===== config.mk =====
export PLATFORM = sky130hd
export DESIGN_NAME = dsrc_ctrl
export DESIGN_NICKNAME = d
export VERILOG_FILES = /design/src/hw/dsrc_pkg.sv /design/src/hw/dsrc_ctrl.sv
export SDC_FILE = /design/constraint.sdc
export NUM_CORES = 1
export LEC_CHECK = 0
export ABC_CLOCK_PERIOD_IN_PS = 2500
export BUFFER_PORTS_ARGS = -buffer_cell sky130_fd_sc_hd__buf_2
export CORE_MARGIN = 2
export CORE_UTILIZATION = 43
export CTS_BUF_LIST = sky130_fd_sc_hd__clkbuf_8
export DETAILED_ROUTE_END_ITERATION = 12
export GPL_ROUTABILITY_DRIVEN = 0
export HOLD_SLACK_MARGIN = 0.06
export PLACE_DENSITY = 0.66
export SYNTH_ARGS = -nofsm -noshare
export SYNTH_HDL_FRONTEND = slang
export SYNTH_SLANG_ARGS = --single-unit

===== constraint.sdc =====
create_clock -name clk -period 2.5 [get_ports clk]
set_input_delay 0.25 -clock clk [delete_from_list [all_inputs] [get_ports clk]]
set_output_delay 0.25 -clock clk [all_outputs]
set_load 0.01 [all_outputs]

===== src/hw/dsrc_pkg.sv =====
// Constants for the DDR3 automatic self-refresh control block.
// Assumes a single 10 MHz clock shared with the command scheduler.
package dsrc_pkg;

    // ----------------------------------------------------------------
    // Clock and timing
    // ----------------------------------------------------------------
    localparam int CLK_PERIOD_NS   = 100;
    localparam int TREFI2_NS       = 15600;          // Twice the average refresh interval
    // Longest window, rounded down to whole cycles
    localparam int REF_WIN_CYC     = TREFI2_NS / CLK_PERIOD_NS;
    localparam int REF_MAX_IN_WIN  = 16;
    localparam int REF_CNT_W       = 5;

    // ----------------------------------------------------------------
    // Mode and idle delay fields
    // ----------------------------------------------------------------
    localparam int LP_SEL_W        = 3;
    localparam logic [2:0] LP_AUTO_SR = 3'h2;
    localparam int SR_DLY_W        = 4;
    localparam logic [3:0] SR_DLY_SAFE = 4'h9;
    localparam logic [3:0] SR_DLY_OFF  = 4'h0;
    localparam int IDLE_CNT_W      = 19;
    localparam int IDLE_SAFE_CYC   = 4096;
    localparam logic [18:0] IDLE_CNT_RST = 19'h0_0000;

    // ----------------------------------------------------------------
    // Sequencer states
    // ----------------------------------------------------------------
    typedef enum logic [5:0] {
        ST_ACTIVE    = 6'b00_0001,
        ST_ENTER_REF = 6'b00_0010,
        ST_ENTER_SR  = 6'b00_0100,
        ST_SELF_REF  = 6'b00_1000,
        ST_EXIT_SR   = 6'b01_0000,
        ST_EXIT_REF  = 6'b10_0000
    } dsrc_state_e;

endpackage


===== src/hw/dsrc_ctrl.sv =====
// DDR3 automatic self-refresh sequencer with refresh-rate limiter.
// Assumes the command scheduler shares clk and holds cmd_pending while
// reads or writes are queued, and only executes them while exec_enable.
// Idle delay codes of 0x9 and up are floored at 4096 cycles at any scale.
`timescale 1ns/1ps

module dsrc_ctrl
    import dsrc_pkg::*;
#(
    parameter int IDLE_SCALE_SHIFT = 3             // Idle cycles = 1 << (delay + this)
) (
    input  wire logic                 clk,                // 10 MHz DDR-side clock
    input  wire logic                 rst,                // Synchronous, active high
    input  wire logic [LP_SEL_W-1:0]  low_power_select,   // Low-power mode select
    input  wire logic [SR_DLY_W-1:0]  self_refresh_idle_delay, // Idle delay code
    input  wire logic                 cmd_pending,        // Read/write queued
    output logic                      exec_enable,        // Scheduler may issue commands
    output logic                      refresh_cmd,        // One-cycle refresh command
    output logic                      sr_enter_cmd,       // One-cycle self-refresh entry
    output logic                      sr_exit_cmd,        // One-cycle self-refresh exit
    output logic                      in_self_refresh     // Memory is in self-refresh
);

    // ----------------------------------------------------------------
    // Mode decode and idle target
    // ----------------------------------------------------------------
    wire        auto_sr_on  = (low_power_select == LP_AUTO_SR);
    wire        delay_valid = (self_refresh_idle_delay != SR_DLY_OFF);
    wire [4:0]  shift_amt   = 5'(self_refresh_idle_delay) + 5'(IDLE_SCALE_SHIFT);
    wire [IDLE_CNT_W-1:0] idle_scaled = IDLE_CNT_W'(1) << shift_amt;
    // The floor keeps safe codes safe even when the scale shift is lowered
    wire                  safe_code   = (self_refresh_idle_delay >= SR_DLY_SAFE);
    wire                  below_floor = (idle_scaled < IDLE_CNT_W'(IDLE_SAFE_CYC));
    wire [IDLE_CNT_W-1:0] idle_target = (safe_code && below_floor)
                                      ? IDLE_CNT_W'(IDLE_SAFE_CYC) : idle_scaled;

    dsrc_state_e          state_reg;
    dsrc_state_e          state_next;
    logic [IDLE_CNT_W-1:0] idle_cnt_reg;
    logic [IDLE_CNT_W-1:0] idle_cnt_next;

    // ----------------------------------------------------------------
    // Refresh window limiter
    // ----------------------------------------------------------------
    // A shift history is used instead of a counter so the window truly
    // slides; a fixed-bucket count would allow 32 across a boundary.
    logic [REF_WIN_CYC-1:0] hist_reg;
    logic [REF_CNT_W-1:0]   ref_cnt_reg;
    logic                   ref_fire;

    wire                 oldest    = hist_reg[REF_WIN_CYC-1];
    wire [REF_CNT_W-1:0] cnt_after = ref_cnt_reg - REF_CNT_W'(oldest);
    wire                 ref_ok    = (cnt_after < REF_CNT_W'(REF_MAX_IN_WIN));
    wire [REF_CNT_W-1:0] ref_cnt_next = cnt_after + REF_CNT_W'(ref_fire);

    always_ff @(posedge clk) begin
        if (rst) begin
            hist_reg    <= '0;
            ref_cnt_reg <= '0;
        end else begin
            hist_reg    <= {hist_reg[REF_WIN_CYC-2:0], ref_fire};
            ref_cnt_reg <= ref_cnt_next;
        end
    end

    // ----------------------------------------------------------------
    // Idle counter
    // ----------------------------------------------------------------
    wire idle_done  = (idle_cnt_reg >= idle_target);
    wire idle_count = (state_reg == ST_ACTIVE) && auto_sr_on && delay_valid;

    always_comb begin
        idle_cnt_next = idle_cnt_reg;
        if (!idle_count || cmd_pending) begin
            idle_cnt_next = IDLE_CNT_RST;
        end else if (!idle_done) begin
            idle_cnt_next = idle_cnt_reg + IDLE_CNT_W'(1);
        end
    end

    // ----------------------------------------------------------------
    // Sequencer
    // ----------------------------------------------------------------
    always_comb begin
        state_next = state_reg;
        ref_fire   = 1'b0;
        case (state_reg)
            ST_ACTIVE: begin
                if (idle_count && !cmd_pending && idle_done) begin
                    state_next = ST_ENTER_REF;
                end
            end
            ST_ENTER_REF: begin
                // Entry is abandoned if work shows up while waiting for budget
                if (cmd_pending || !auto_sr_on) begin
                    state_next = ST_ACTIVE;
                end else if (ref_ok) begin
                    ref_fire   = 1'b1;
                    state_next = ST_ENTER_SR;
                end
            end
            ST_ENTER_SR: begin
                state_next = ST_SELF_REF;
            end
            ST_SELF_REF: begin
                if (cmd_pending || !auto_sr_on) begin
                    state_next = ST_EXIT_SR;
                end
            end
            ST_EXIT_SR: begin
                state_next = ST_EXIT_REF;
            end
            ST_EXIT_REF: begin
                // Wake latency grows when the window is full; the limit wins
                if (ref_ok) begin
                    ref_fire   = 1'b1;
                    state_next = ST_ACTIVE;
                end
            end
            default: begin
                state_next = ST_ACTIVE;
            end
        endcase
    end

    wire exec_next = (state_next == ST_ACTIVE);
    wire sre_next  = (state_reg == ST_ENTER_SR);
    wire srx_next  = (state_next == ST_EXIT_SR) && (state_reg == ST_SELF_REF);
    wire insr_next = (state_next == ST_ENTER_SR) || (state_next == ST_SELF_REF)
                  || (state_next == ST_EXIT_SR) || sre_next;

    always_ff @(posedge clk) begin
        if (rst) begin
            state_reg       <= ST_ACTIVE;
            idle_cnt_reg    <= IDLE_CNT_RST;
            exec_enable     <= 1'b1;
            refresh_cmd     <= 1'b0;
            sr_enter_cmd    <= 1'b0;
            sr_exit_cmd     <= 1'b0;
            in_self_refresh <= 1'b0;
        end else begin
            state_reg       <= state_next;
            idle_cnt_reg    <= idle_cnt_next;
            exec_enable     <= exec_next;
            refresh_cmd     <= ref_fire;
            sr_enter_cmd    <= sre_next;
            sr_exit_cmd     <= srx_next;
            in_self_refresh <= insr_next;
        end
    end

    // ----------------------------------------------------------------
    // Assertions
    // ----------------------------------------------------------------
    AST_ENTRY_REF: assert property (@(posedge clk) disable iff (rst)
        sr_enter_cmd |-> $past(refresh_cmd))
        else $error("Self-refresh entry without preceding refresh");

    AST_EXIT_REF: assert property (@(posedge clk) disable iff (rst)
        sr_exit_cmd |-> ##[2:160] refresh_cmd)
        else $error("Self-refresh exit not followed by refresh");

    AST_WIN_LIMIT: assert property (@(posedge clk) disable iff (rst)
        ref_cnt_reg <= REF_CNT_W'(REF_MAX_IN_WIN))
        else $error("More than 16 refreshes in window");

    AST_WAKE: assert property (@(posedge clk) disable iff (rst)
        (state_reg == ST_SELF_REF && cmd_pending) |=> sr_exit_cmd)
        else $error("Pending command did not wake memory");

    AST_MODE_EXIT: assert property (@(posedge clk) disable iff (rst)
        (state_reg == ST_SELF_REF && !auto_sr_on) |=> sr_exit_cmd)
        else $error("Leaving automatic mode did not wake memory");

    AST_EXIT_PULSE: assert property (@(posedge clk) disable iff (rst)
        sr_exit_cmd |=> !sr_exit_cmd && !in_self_refresh)
        else $error("Exit pulse too long or self-refresh level stuck");

    AST_EXEC_RISE: assert property (@(posedge clk) disable iff (rst)
        $rose(exec_enable) |-> (refresh_cmd || ($past(state_reg) == ST_ENTER_REF)))
        else $error("Commands enabled without exit refresh or aborted entry");

    AST_REF_PULSE: assert property (@(posedge clk) disable iff (rst)
        refresh_cmd |=> !refresh_cmd)
        else $error("Refresh command longer than one cycle");

    AST_ABORT: assert property (@(posedge clk) disable iff (rst)
        (state_reg == ST_ENTER_REF && cmd_pending) |=> !refresh_cmd && exec_enable)
        else $error("Aborted entry still issued a refresh");

    AST_SR_LEVEL: assert property (@(posedge clk) disable iff (rst)
        sr_enter_cmd |-> in_self_refresh)
        else $error("Entry pulse without self-refresh level");

    AST_NO_EXEC_SR: assert property (@(posedge clk) disable iff (rst)
        in_self_refresh |-> !exec_enable)
        else $error("Commands enabled while in self-refresh");

    AST_IDLE_WAIT: assert property (@(posedge clk) disable iff (rst)
        (state_reg == ST_ACTIVE && state_next == ST_ENTER_REF) |->
            (idle_cnt_reg >= idle_target)
            && ($past(idle_cnt_reg) == idle_cnt_reg - IDLE_CNT_W'(1)))
        else $error("Self-refresh entered before idle delay");

    AST_SAFE_DLY: assert property (@(posedge clk) disable iff (rst)
        (state_reg == ST_ACTIVE && state_next == ST_ENTER_REF
            && self_refresh_idle_delay >= SR_DLY_SAFE) |->
            idle_cnt_reg >= IDLE_CNT_W'(IDLE_SAFE_CYC))
        else $error("Safe idle delay shorter than 4096 cycles");

    AST_RESTART: assert property (@(posedge clk) disable iff (rst)
        (state_reg == ST_ACTIVE && cmd_pending) |=> idle_cnt_reg == IDLE_CNT_RST)
        else $error("Idle count not restarted by command");

    AST_MODE_OFF: assert property (@(posedge clk) disable iff (rst)
        (!auto_sr_on && state_reg == ST_ACTIVE) |=> state_reg == ST_ACTIVE)
        else $error("Self-refresh started outside automatic mode");

endmodule


-- Word level (Yosys, flattened, before mapping)
Index checks and enable logic that the tools add are counted.
W data, S select, Z words.
- register bits after elaboration: 191
- bits of input ports: 10
- output and inout port bits: 5
- logic and storage cells: 55
- add/subtract/negate cells: 4
- magnitude comparators: 4
- equal/unequal tests: 11
- shift-type cells: 1
- mux-type cells: 10
- reduce and logical (&&, ||, !) cells: 16
- operators by type and width (operator ; count):
    $pmux W6 S6 ; 1
    $mux W6 ; 5
    $add A19 B1 Y19 const B ; 1
    $ge A19 B19 Y1 ; 1
    $lt A19 B13 Y1 const B ; 1
    $mux W19 ; 1
    $shl A1 B5 Y19 const A ; 1
    $eq A6 B1 Y1 const B ; 2
    $eq A6 B3 Y1 const B ; 2
    $eq A6 B4 Y1 const B ; 2
    $eq A6 B5 Y1 const B ; 2
    $eq A6 B2 Y1 const B ; 1
    $eq A6 B6 Y1 const B ; 1
    $logic_and A1 B1 Y1 ; 6
    $add A4 B2 Y5 const B ; 1
    $add A5 B1 Y5 ; 1
    $logic_or A1 B1 Y1 ; 5
    $lt A5 B5 Y1 const B ; 1
    $sub A5 B1 Y5 ; 1
    $ge A4 B4 Y1 const B ; 1
    $reduce_bool A4 Y1 ; 1
    $eq A3 B2 Y1 const B ; 1
    $logic_not A1 Y1 ; 3
    $mux W1 ; 2
    other kinds (2) ; 2

-- Longest topological paths before layout
Gate-level depths: netlist of run 1.
- depth after elaboration: 13
- mapped depth: 13
- mapped depth without buffers: 13

-- Worst setup path after synthesis of run 1
OpenSTA, ideal clock, no wires.
- path kind: input to register
- from: input port self_refresh_idle_delay[2]
- to: register exec_enable
- setup time: 0.120 ns
- arrival time: 2.230 ns
- required time: 2.380 ns
- path slack: 0.150 ns
- stages on the path: 11
- path buffers: 2
- cell sequence: nor2b_1 -> nand3_1 -> ha_1 -> nand2_1 -> o21a_1 -> a2111oi_4 -> o21a_4 -> buf_4 -> buf_6 -> nor2_1 -> a211o_1
- cells in the longest elaborated chain, start to end: 10
- ends and longest elaborated chain (element ; line ; text):
    start: declaration ; dsrc_ctrl.sv:15 ; input wire logic [SR_DLY_W-1:0] self_refresh_idle_delay,
    $add A4 B2 Y5 ; dsrc_ctrl.sv:29 ; wire [4:0] shift_amt = 5'(self_refresh_idle_delay) + 5'(IDLE_SCALE_SHIFT);
    $shl A1 B5 Y19 ; dsrc_ctrl.sv:30 ; wire [IDLE_CNT_W-1:0] idle_scaled = IDLE_CNT_W'(1) << shift_amt;
    $lt A19 B13 Y1 ; dsrc_ctrl.sv:33 ; wire below_floor = (idle_scaled < IDLE_CNT_W'(IDLE_SAFE_CYC));
    $logic_and A1 B1 Y1 ; dsrc_ctrl.sv:34 ; wire [IDLE_CNT_W-1:0] idle_target = (safe_code && below_floor)
    $mux W19 ; dsrc_ctrl.sv:35 ; ? IDLE_CNT_W'(IDLE_SAFE_CYC) : idle_scaled;
    $ge A19 B19 Y1 ; dsrc_ctrl.sv:69 ; wire idle_done = (idle_cnt_reg >= idle_target);
    $logic_and A1 B1 Y1 * ; dsrc_ctrl.sv:89 ; if (idle_count && !cmd_pending && idle_done) begin
    $mux W6 * ; dsrc_ctrl.sv:89 ;
    $pmux W6 S6 * ; dsrc_ctrl.sv:87 ; case (state_reg)
    $eq A6 B1 Y1 * ; dsrc_ctrl.sv:126 ; wire exec_next = (state_next == ST_ACTIVE);
    end signal: assignment ; dsrc_ctrl.sv:144 ; exec_enable <= exec_next;
    end: declaration ; dsrc_ctrl.sv:17 ; output logic exec_enable,
Every way passes the cells marked *; elsewhere a longest branch is shown, timed or not.
A chain may end at the register's enable or synchronous reset.

-- Worst setup path after layout of run 1
- from: register idle_cnt_reg[14]
- to: register idle_cnt_reg[8]
- cells in the longest elaborated chain, start to end: 1
- ends and longest elaborated chain (element ; line ; text):
    start: declaration ; dsrc_ctrl.sv:39 ; logic [IDLE_CNT_W-1:0] idle_cnt_reg;
    start signal: assignment ; dsrc_ctrl.sv:143 ; idle_cnt_reg <= idle_cnt_next;
    $ge A19 B19 Y1 ; dsrc_ctrl.sv:69 ;
Every way passes these cells.

==> results.yml, run 1 <==
power:
  combPwrFrac_pct: 2.6
  p_switching_mw: 1.111
  p_per_area_nw_per_um2: 698.7
  power_mw: 5.025
  swShare_pct: 22.12
  power.internal_mw: 3.913
  ir_drop_v: 0.0003782
  pwr-share-clk_pct: 37.2
  pwr-share-seq_pct: 60.2
  power_leakage_nw: 2.794
layout:
  layout_common_cells: "dfxtp_1 (190), nor2b_1 (164), buf_4 (31), a21oi_1 (29), nand2_1 (25)"
  regArea_um2: 3804
  finalNetCount: 668
  multi_input_area_um2: 2445
  layout_commonest_cell: "dfxtp_1"
  final_layout_size_suffix_gt1_share_pct: 13.16
  antenna_cells: 0
  fillers: 1312
  syn2layout_area_growth_pct: 12.64
  fin_cells: 830
  final_util_pct: 49.48
  largest_register_ffs: 156
  postLayoutCellArea_um2: 7192
clock_tree:
  cts_buffers: 17
  clock-sinks: 190
  cts_resized: 0
  cts_max_level: 4
  clockRootBuffer: "clkbuf_8"
  ctsHoldBuffers: 0
  clkLatencyLatePin_ns: 0.44
  clock_path_buffers: 2
  postCtsSetupBuffers: 0
  tritoncts: "built"
  clkSlewWorstSetupHoldPaths_ns: 0.10
grt:
  grt_antenna_before_repair: 0
  grt_max_degree: 165
  overflow: 0
  grtUsageTotal_pct: 13.16
  first_global_vias: 3834
  grt_pass1_wl_mm: 17.17
outcome:
  status: "completed"
timing:
  min_period_ns: 2.298
  period_share_pct: 91.92
  fmax_ghz: 0.4352
  hold_violations: 0
  worstMarginPinSlew_ns: 0.6567
  rsz0062_at_grt: "no"
  setup_ws_ns: 0.2021
  relSlewSlack_pct: 56.22
  setup_viol: 0
  slew_viol_final: 0
  setup_tns_ns: 0
  hold_ws_ns: 0.1733
  clock-skew-final_ns: 0.01206
floorplan:
  dieArea_um2: 15840
  io_pins: 15
  die-width_um: 125.9
  core_area_um2: 14530
  dieHeight_um: 125.9
  start_util_pct: 43.93
  num_rows: 44
yosys:
  async_flop_share_pct: 0
  syn_area_per_cell_um2: 10.71
  syn_inst: 596
  synth_cell_type_count: 47
  synthTopCellsByArea: "dfxtp_1 (60%), nor2b_1 (16%), ha_1 (4.7%)"
  yosysTopAreaCell: "dfxtp_1"
  synth.ff_latch_count: 190
  synth_flop_cell: "dfxtp_1"
  yosysWarnings: 0
  synth_edf_count: 0
  seq_area_frac_synth_pct: 59.57
  netlist_area_um2: 6385
  synth.top_cell.area_share_pct: 59.57
min_path:
  worstHoldPathType: "input port to flip-flop"
worst_setup_path:
  cp.required_ns: 2.87
  worst_setup_path_end_kind: "flip-flop"
  arrival_ns: 2.67
  crit_fanout: 18
  start_kind: "flip-flop"
  worst-setup-path-type: "flip-flop to flip-flop"
placed_design:
  placed_cells: 799
  place_area_um2: 6812
  place_ws_ns: -0.1230
  port_buffers: 14
  dpl.hpwl_mm: 6.104
flow_run:
  drv_cap: 0
route:
  drt_iter0_drc: 236
  via_per_inst: 4.813
  drc: 0
  via_count: 3995
  wl_mm: 9.917
  drtPass1Iterations: 5
  drtAntennaViolNets: 0
  wire_per_inst_um: 11.95
## critical path, cell delays in order, from the launching register on
cell	delay, ns
dfxtp_1	0.46
ha_1	0.30
a211oi_2	0.19
o21ai_1	0.12
a221o_2	0.49
or4_1	0.51
a21oi_1	0.15
## power by group through the flow
stage	Sequential, mW	Combinational, mW	Clock, mW
after global placement	3.10	0.126	0
after detailed placement	3.10	0.130	0
after floorplan	3.10	0.0825	0
final	3.02	0.131	1.87
after CTS	3.02	0.131	1.94
after global routing	3.03	0.145	2.06
## final timing paths
check,from,end,slack (ns),depth (start not counted)
setup / recovery,idle_cnt_reg[14],idle_cnt_reg[8],0.20,6
hold / removal,rst,state_reg[1],0.17,3
setup reg to reg,idle_cnt_reg[14],idle_cnt_reg[8],0.20,6
hold reg to reg,hist_reg[140],hist_reg[141],0.43,1
## cell type report
type                    instances  area share (%)
flip-flops and latches        190           52.89
repair buffers                 45           4.419
inverters                       6          0.3132
multi-input cells             374           33.99
clock buffers                  19           3.636
clock inverters                12           1.548
well taps                     184           3.201
## routing by layer
layer	part of all wire (%)	global-route usage, %	routed length [µm]	vias to the layer above
met4	2.9	6.658	284	0
met5	0	0	0	-
met2	42	19.05	4189	77
met1	51	17.77	5023	1835
li1	-	-	-	2061
met3	4.2	4.121	420	22
## cells in the mapped netlist (2+ instances only)
cell      count
nand2b_1      3
buf_6         2
or3_1         2
clkbuf_1     21
inv_1         6
o211ai_1      3
and3_1        4
nand4_1       7
nor2_1       19
conb_1        2
or2_2         2
dfxtp_1     190
nor2b_1     164
nand3_1      19
ha_1         24
a21oi_1      29
or4_1        16
o21ai_0       7
nand2_1      25
nor3b_1       3
o31ai_1      17
a211o_1       2
xor2_1        4
buf_4         2
## logic make-up (layout without fill, tap and decap cells)
group,Yosys count,in the layout,synth area share (%)
XOR/XNOR,5,5,0.6858
AND/OR/NAND/NOR,272,272,25.14
adder cells (fa/ha/maj),24,24,4.703
buffers and inverters,33,82,2.312
flip-flops,190,190,59.57
AO/OA/AOI/OAI,70,70,7.466
other,2,3,0.1176
Note: power is estimated with default switching activity, not from simulation.
==> inputs of run 2 (changes only) <==
ABC_CLOCK_PERIOD_IN_PS = 2800   (was 2500)
PLACE_DENSITY = 0.6   (was 0.66)
clock period = 2.8 ns   (was 2.5 ns; I/O delays follow)
==> results.yml, run 2 (synthesized netlist as in run 1, its figures left out) <==
clock_tree:
  clkSlewWorstSetupHoldPaths_ns: 0.09
  clockRootBuffer: "clkbuf_8"
  clkLatencyLatePin_ns: 0.44
  tritoncts: "built"
  clock-sinks: 190
  cts_max_level: 4
  ctsHoldBuffers: 0
  cts_resized: 0
  postCtsSetupBuffers: 0
  cts_buffers: 17
  clock_path_buffers: 2
power:
  p_switching_mw: 0.9882
  combPwrFrac_pct: 2.1
  ir_drop_v: 0.0003723
  power_leakage_nw: 2.665
  p_per_area_nw_per_um2: 649.7
  power.internal_mw: 3.560
  pwr-share-clk_pct: 38.5
  pwr-share-seq_pct: 59.4
  swShare_pct: 21.73
timing:
  worstMarginPinSlew_ns: 0.9455
  period_share_pct: 85.54
  slew_viol_final: 0
  relSlewSlack_pct: 36.97
  setup_viol: 0
  hold_ws_ns: 0.2191
  rsz0062_at_grt: "no"
  fmax_ghz: 0.4175
  hold_violations: 0
  min_period_ns: 2.395
  clock-skew-final_ns: 0.009609
placed_design:
  port_buffers: 14
  dpl.hpwl_mm: 5.897
  place_area_um2: 6596
route:
  wire_per_inst_um: 11.93
  drc: 0
  wl_mm: 9.595
  via_count: 3848
  drtPass1Iterations: 4
  drt_iter0_drc: 227
  drtAntennaViolNets: 0
  via_per_inst: 4.786
grt:
  grt_pass1_wl_mm: 16.60
  grt_antenna_before_repair: 0
  gr-usage-met2_pct: 19.90
  top_usage_layer: "met2"
  first_global_vias: 3643
  overflow: 0
  use_met3_pct: 4.248
  grtUsageMet1_pct: 16.68
  grt_max_degree: 103
  grtUsageTotal_pct: 12.92
worst_setup_path:
  arrival_ns: 2.74
  start_kind: "input port"
  crit_fanout: 14
  worst_setup_path_end_kind: "flip-flop"
  cp.required_ns: 3.14
  worst-setup-path-type: "input port to flip-flop"
floorplan:
  dieArea_um2: 15840
  die-width_um: 125.9
  dieHeight_um: 125.9
  start_util_pct: 43.93
  num_rows: 44
  core_area_um2: 14530
  io_pins: 15
flow_run:
  drv_cap: 0
min_path:
  worstHoldPathType: "input port to flip-flop"
layout:
  fillers: 1321
  layout_commonest_cell: "dfxtp_1"
  final_layout_size_suffix_gt1_share_pct: 9.194
  postLayoutCellArea_um2: 7000
  syn2layout_area_growth_pct: 9.641
  antenna_cells: 0
  largest_register_ffs: 156
  layout_common_cells: "dfxtp_1 (190), nor2b_1 (164), a21oi_1 (29), nand2_1 (25), ha_1 (24)"
  finalNetCount: 641
outcome:
  status: "completed"
-- run 2: worst paths after layout --
check | start | endpoint | slack [ns] | cells after the start
max | self_refresh_idle_delay[3] | idle_cnt_reg[9] | 0.40 | 10
min | low_power_select[0] | state_reg[2] | 0.22 | 4
max reg2reg | idle_cnt_reg[14] | idle_cnt_reg[9] | 0.40 | 7
min reg2reg | hist_reg[139] | hist_reg[140] | 0.44 | 1
-- run 2: power by group through the flow --
stage / clock [mW] / combinational (mW) / sequential, mW
2_1_floorplan: 0 / 0.0736 / 2.76
3_3_place_gp: 0 / 0.0931 / 2.76
3_5_place_dp: 0 / 0.0966 / 2.76
4_1_cts: 1.81 / 0.0969 / 2.70
5_1_grt: 1.92 / 0.109 / 2.70
6_report: 1.75 / 0.0962 / 2.70
-- run 2: critical path: stages --
cell and delay [ns]:
buf_2 0.14, nor2b_1 0.27, nand3_1 0.15, ha_1 0.32, a211oi_2 0.18, o21ai_1 0.12, a221oi_2 0.36, nand2b_2 0.24
or4_1 0.52, a21oi_1 0.16
-- run 2: final cells by class --
type,count,area [µm²],share of cell area [%]
Multi-Input combinational cell,374,2437,34.82
Inverter,6,22.52,0.3217
Tap cell,184,230.2,3.289
Timing Repair Buffer,18,102.6,1.466
Clock inverter,10,101.3,1.448
Sequential cell,190,3804,54.33
Clock buffer,22,302.8,4.325
-- run 2: per-layer routing --
| metal | share of wire (%) | wire length [µm] | up-vias |
|---|---|---|---|
| li1 | - | - | 2011 |
| met1 | 52 | 4977 | 1766 |
| met2 | 43 | 4130 | 55 |
| met3 | 3.4 | 324 | 16 |
| met4 | 1.7 | 163 | 0 |
| met5 | 0 | 0 | - |
-- run 2: metrics by stage --
| stage | TNS, ns | cells | power (mW) | worst slack (ns) | util, % |
|---|---|---|---|---|---|
| CTS | 0 | 804 | 4.611 | 0.4043 | 48.17 |
| finish | 0 | 804 | 4.548 | 0.4049 | 48.17 |
| global placement | 0 | 772 | 2.857 | 0.1139 | 45.39 |
| detailed placement | -0.007071 | 772 | 2.860 | -0.007071 | 45.39 |
| floorplan | 0 | 597 | 2.837 | 0.4204 | - |
| global route | 0 | 804 | 4.729 | 0.1757 | 48.17 |
==> inputs of run 3 (changes only) <==
ABC_CLOCK_PERIOD_IN_PS = 2900   (was 2800)
clock period = 2.9 ns   (was 2.8 ns; I/O delays follow)
==> results.yml, run 3 (synthesized netlist as in run 1, its figures left out) <==
route:
  wl_mm: 9.658
  via_count: 3893
  drtAntennaViolNets: 0
  wire_per_inst_um: 12.03
  drt_iter0_drc: 209
  drc: 0
  drtPass1Iterations: 4
  via_per_inst: 4.848
worst_setup_path:
  cp.required_ns: 3.20
  cp_slowest_cell: "xor2_1"
  arrival_ns: 2.82
  start_kind: "flip-flop"
  critPathMaxStageDelay_ns: 0.38
  worst-setup-path-type: "flip-flop to flip-flop"
  startpoint: "ref_cnt_reg[0]"
  critical_path.most_common_cell: "ha_1"
  rr_startpoint: "ref_cnt_reg[0]"
  crit_chain: "inv_1, ha_1, ha_1, nand2_1, xor2_1, nand4_1, nand2_1, ha_1, ha_1, nand2_1, nor2_1, xor2_1, nor2_1"
  crit_fanout: 5
  worst_setup_path_end_kind: "flip-flop"
timing:
  period_share_pct: 86.95
  slew_viol_final: 0
  worstMarginPinSlew_ns: 0.8654
  hold_violations: 0
  fmax_ghz: 0.3966
  rsz0062_at_grt: "no"
  min_period_ns: 2.522
  setup_viol: 0
  relSlewSlack_pct: 42.00
  clock-skew-final_ns: 0.006524
  setup_tns_ns: 0
  setup_ws_ns: 0.3783
clock_tree:
  clkLatencyLatePin_ns: 0.44
  cts_resized: 0
  clkSlewWorstSetupHoldPaths_ns: 0.08
  clockRootBuffer: "clkbuf_8"
  clock_path_buffers: 2
  tritoncts: "built"
  ctsHoldBuffers: 0
  cts_max_level: 4
  cts_buffers: 17
  clock-sinks: 190
  postCtsSetupBuffers: 0
layout:
  fillers: 1319
  postLayoutCellArea_um2: 6959
  multi_input_area_um2: 2437
  layout_common_cells: "dfxtp_1 (190), nor2b_1 (164), a21oi_1 (29), nand2_1 (25), ha_1 (24)"
  largest_register_ffs: 156
  antenna_cells: 0
  final_layout_size_suffix_gt1_share_pct: 9.208
  finalNetCount: 641
  layout_commonest_cell: "dfxtp_1"
  regArea_um2: 3804
  syn2layout_area_growth_pct: 8.995
power:
  power_leakage_nw: 2.639
  p_per_area_nw_per_um2: 614.8
  power_mw: 4.278
  ir_drop_v: 0.0003677
floorplan:
  dieHeight_um: 125.9
  io_pins: 15
  start_util_pct: 43.93
  core_area_um2: 14530
  dieArea_um2: 15840
  num_rows: 44
  die-width_um: 125.9
placed_design:
  dpl.hpwl_mm: 5.945
  place_ws_ns: 0.1269
  port_buffers: 14
  place_area_um2: 6596
grt:
  first_global_vias: 3883
  overflow: 0
  grtUsageTotal_pct: 13.08
  grt_pass1_wl_mm: 16.99
  grt_max_degree: 88
  grt_antenna_before_repair: 0
min_path:
  worstHoldPathType: "input port to flip-flop"
  hp-start: "cmd_pending"
outcome:
  status: "completed"
flow_run:
  drv_cap: 0
run 3: changes by cell type in the layout (fill, tap and decap cells not counted):
cell,before,now
inv_6,4,3
clkinv_2,0,4
clkinvlp_4,2,4
clkinv_4,2,1
clkbuf_8,22,18
inv_1,7,6
run 3: worst max-delay path, delay by kind of cell (launching register included):
family | cells | cell delay [ns]
xor gates and xnor gates | 2 | 0.54
adders and majority gates | 4 | 0.77
buffers and inverters | 1 | 0.04
DFF | 1 | 0.32
and+or+nand+nor | 6 | 0.73
run 3: power by group:
part           internal (mW)  total, mW  switching (mW)
clock network          0.700       1.58           0.879
registers               2.61       2.61        0.000304
logic                 0.0252     0.0933          0.0681
total                   3.33       4.28           0.947
run 3: final timing paths:
| check | to | slack, ns | cells past startpoint |
|---|---|---|---|
| worst max-delay path | ref_cnt_reg[4] | 0.38 | 13 |
| worst min-delay path | state_reg[3] | 0.33 | 5 |
| worst max register to register | ref_cnt_reg[4] | 0.38 | 13 |
| worst min register to register | hist_reg[101] | 0.44 | 1 |
run 3: final cells by class:
cell class	instances	area share [%]
Clock inverter	13	1.654
Inverter	6	0.3236
Multi-Input combinational cell	374	35.02
Timing Repair Buffer	18	1.474
Clock buffer	18	3.560
Sequential cell	190	54.66
Tap cell	184	3.308
run 3: per-stage QoR:
step	utilization [%]	hold slack, ns	std cells
6_report	47.88	0.3279	803
5_1_grt	47.88	0.3106	803
4_1_cts	47.88	0.2829	803
3_5_place_dp	45.39	0.4204	772
3_3_place_gp	45.39	0.4171	772
2_1_floorplan	-	0.4138	597
run 3: routing by layer:
| metal | vias up | track usage [%] | wire length (µm) |
|---|---|---|---|
| met1 | 1799 | 16.92 | 4890 |
| met4 | 0 | 7.046 | 217 |
| met3 | 16 | 4.036 | 347 |
| li1 | 2015 | - | - |
| met2 | 63 | 19.65 | 4202 |
| met5 | - | 0 | 0 |
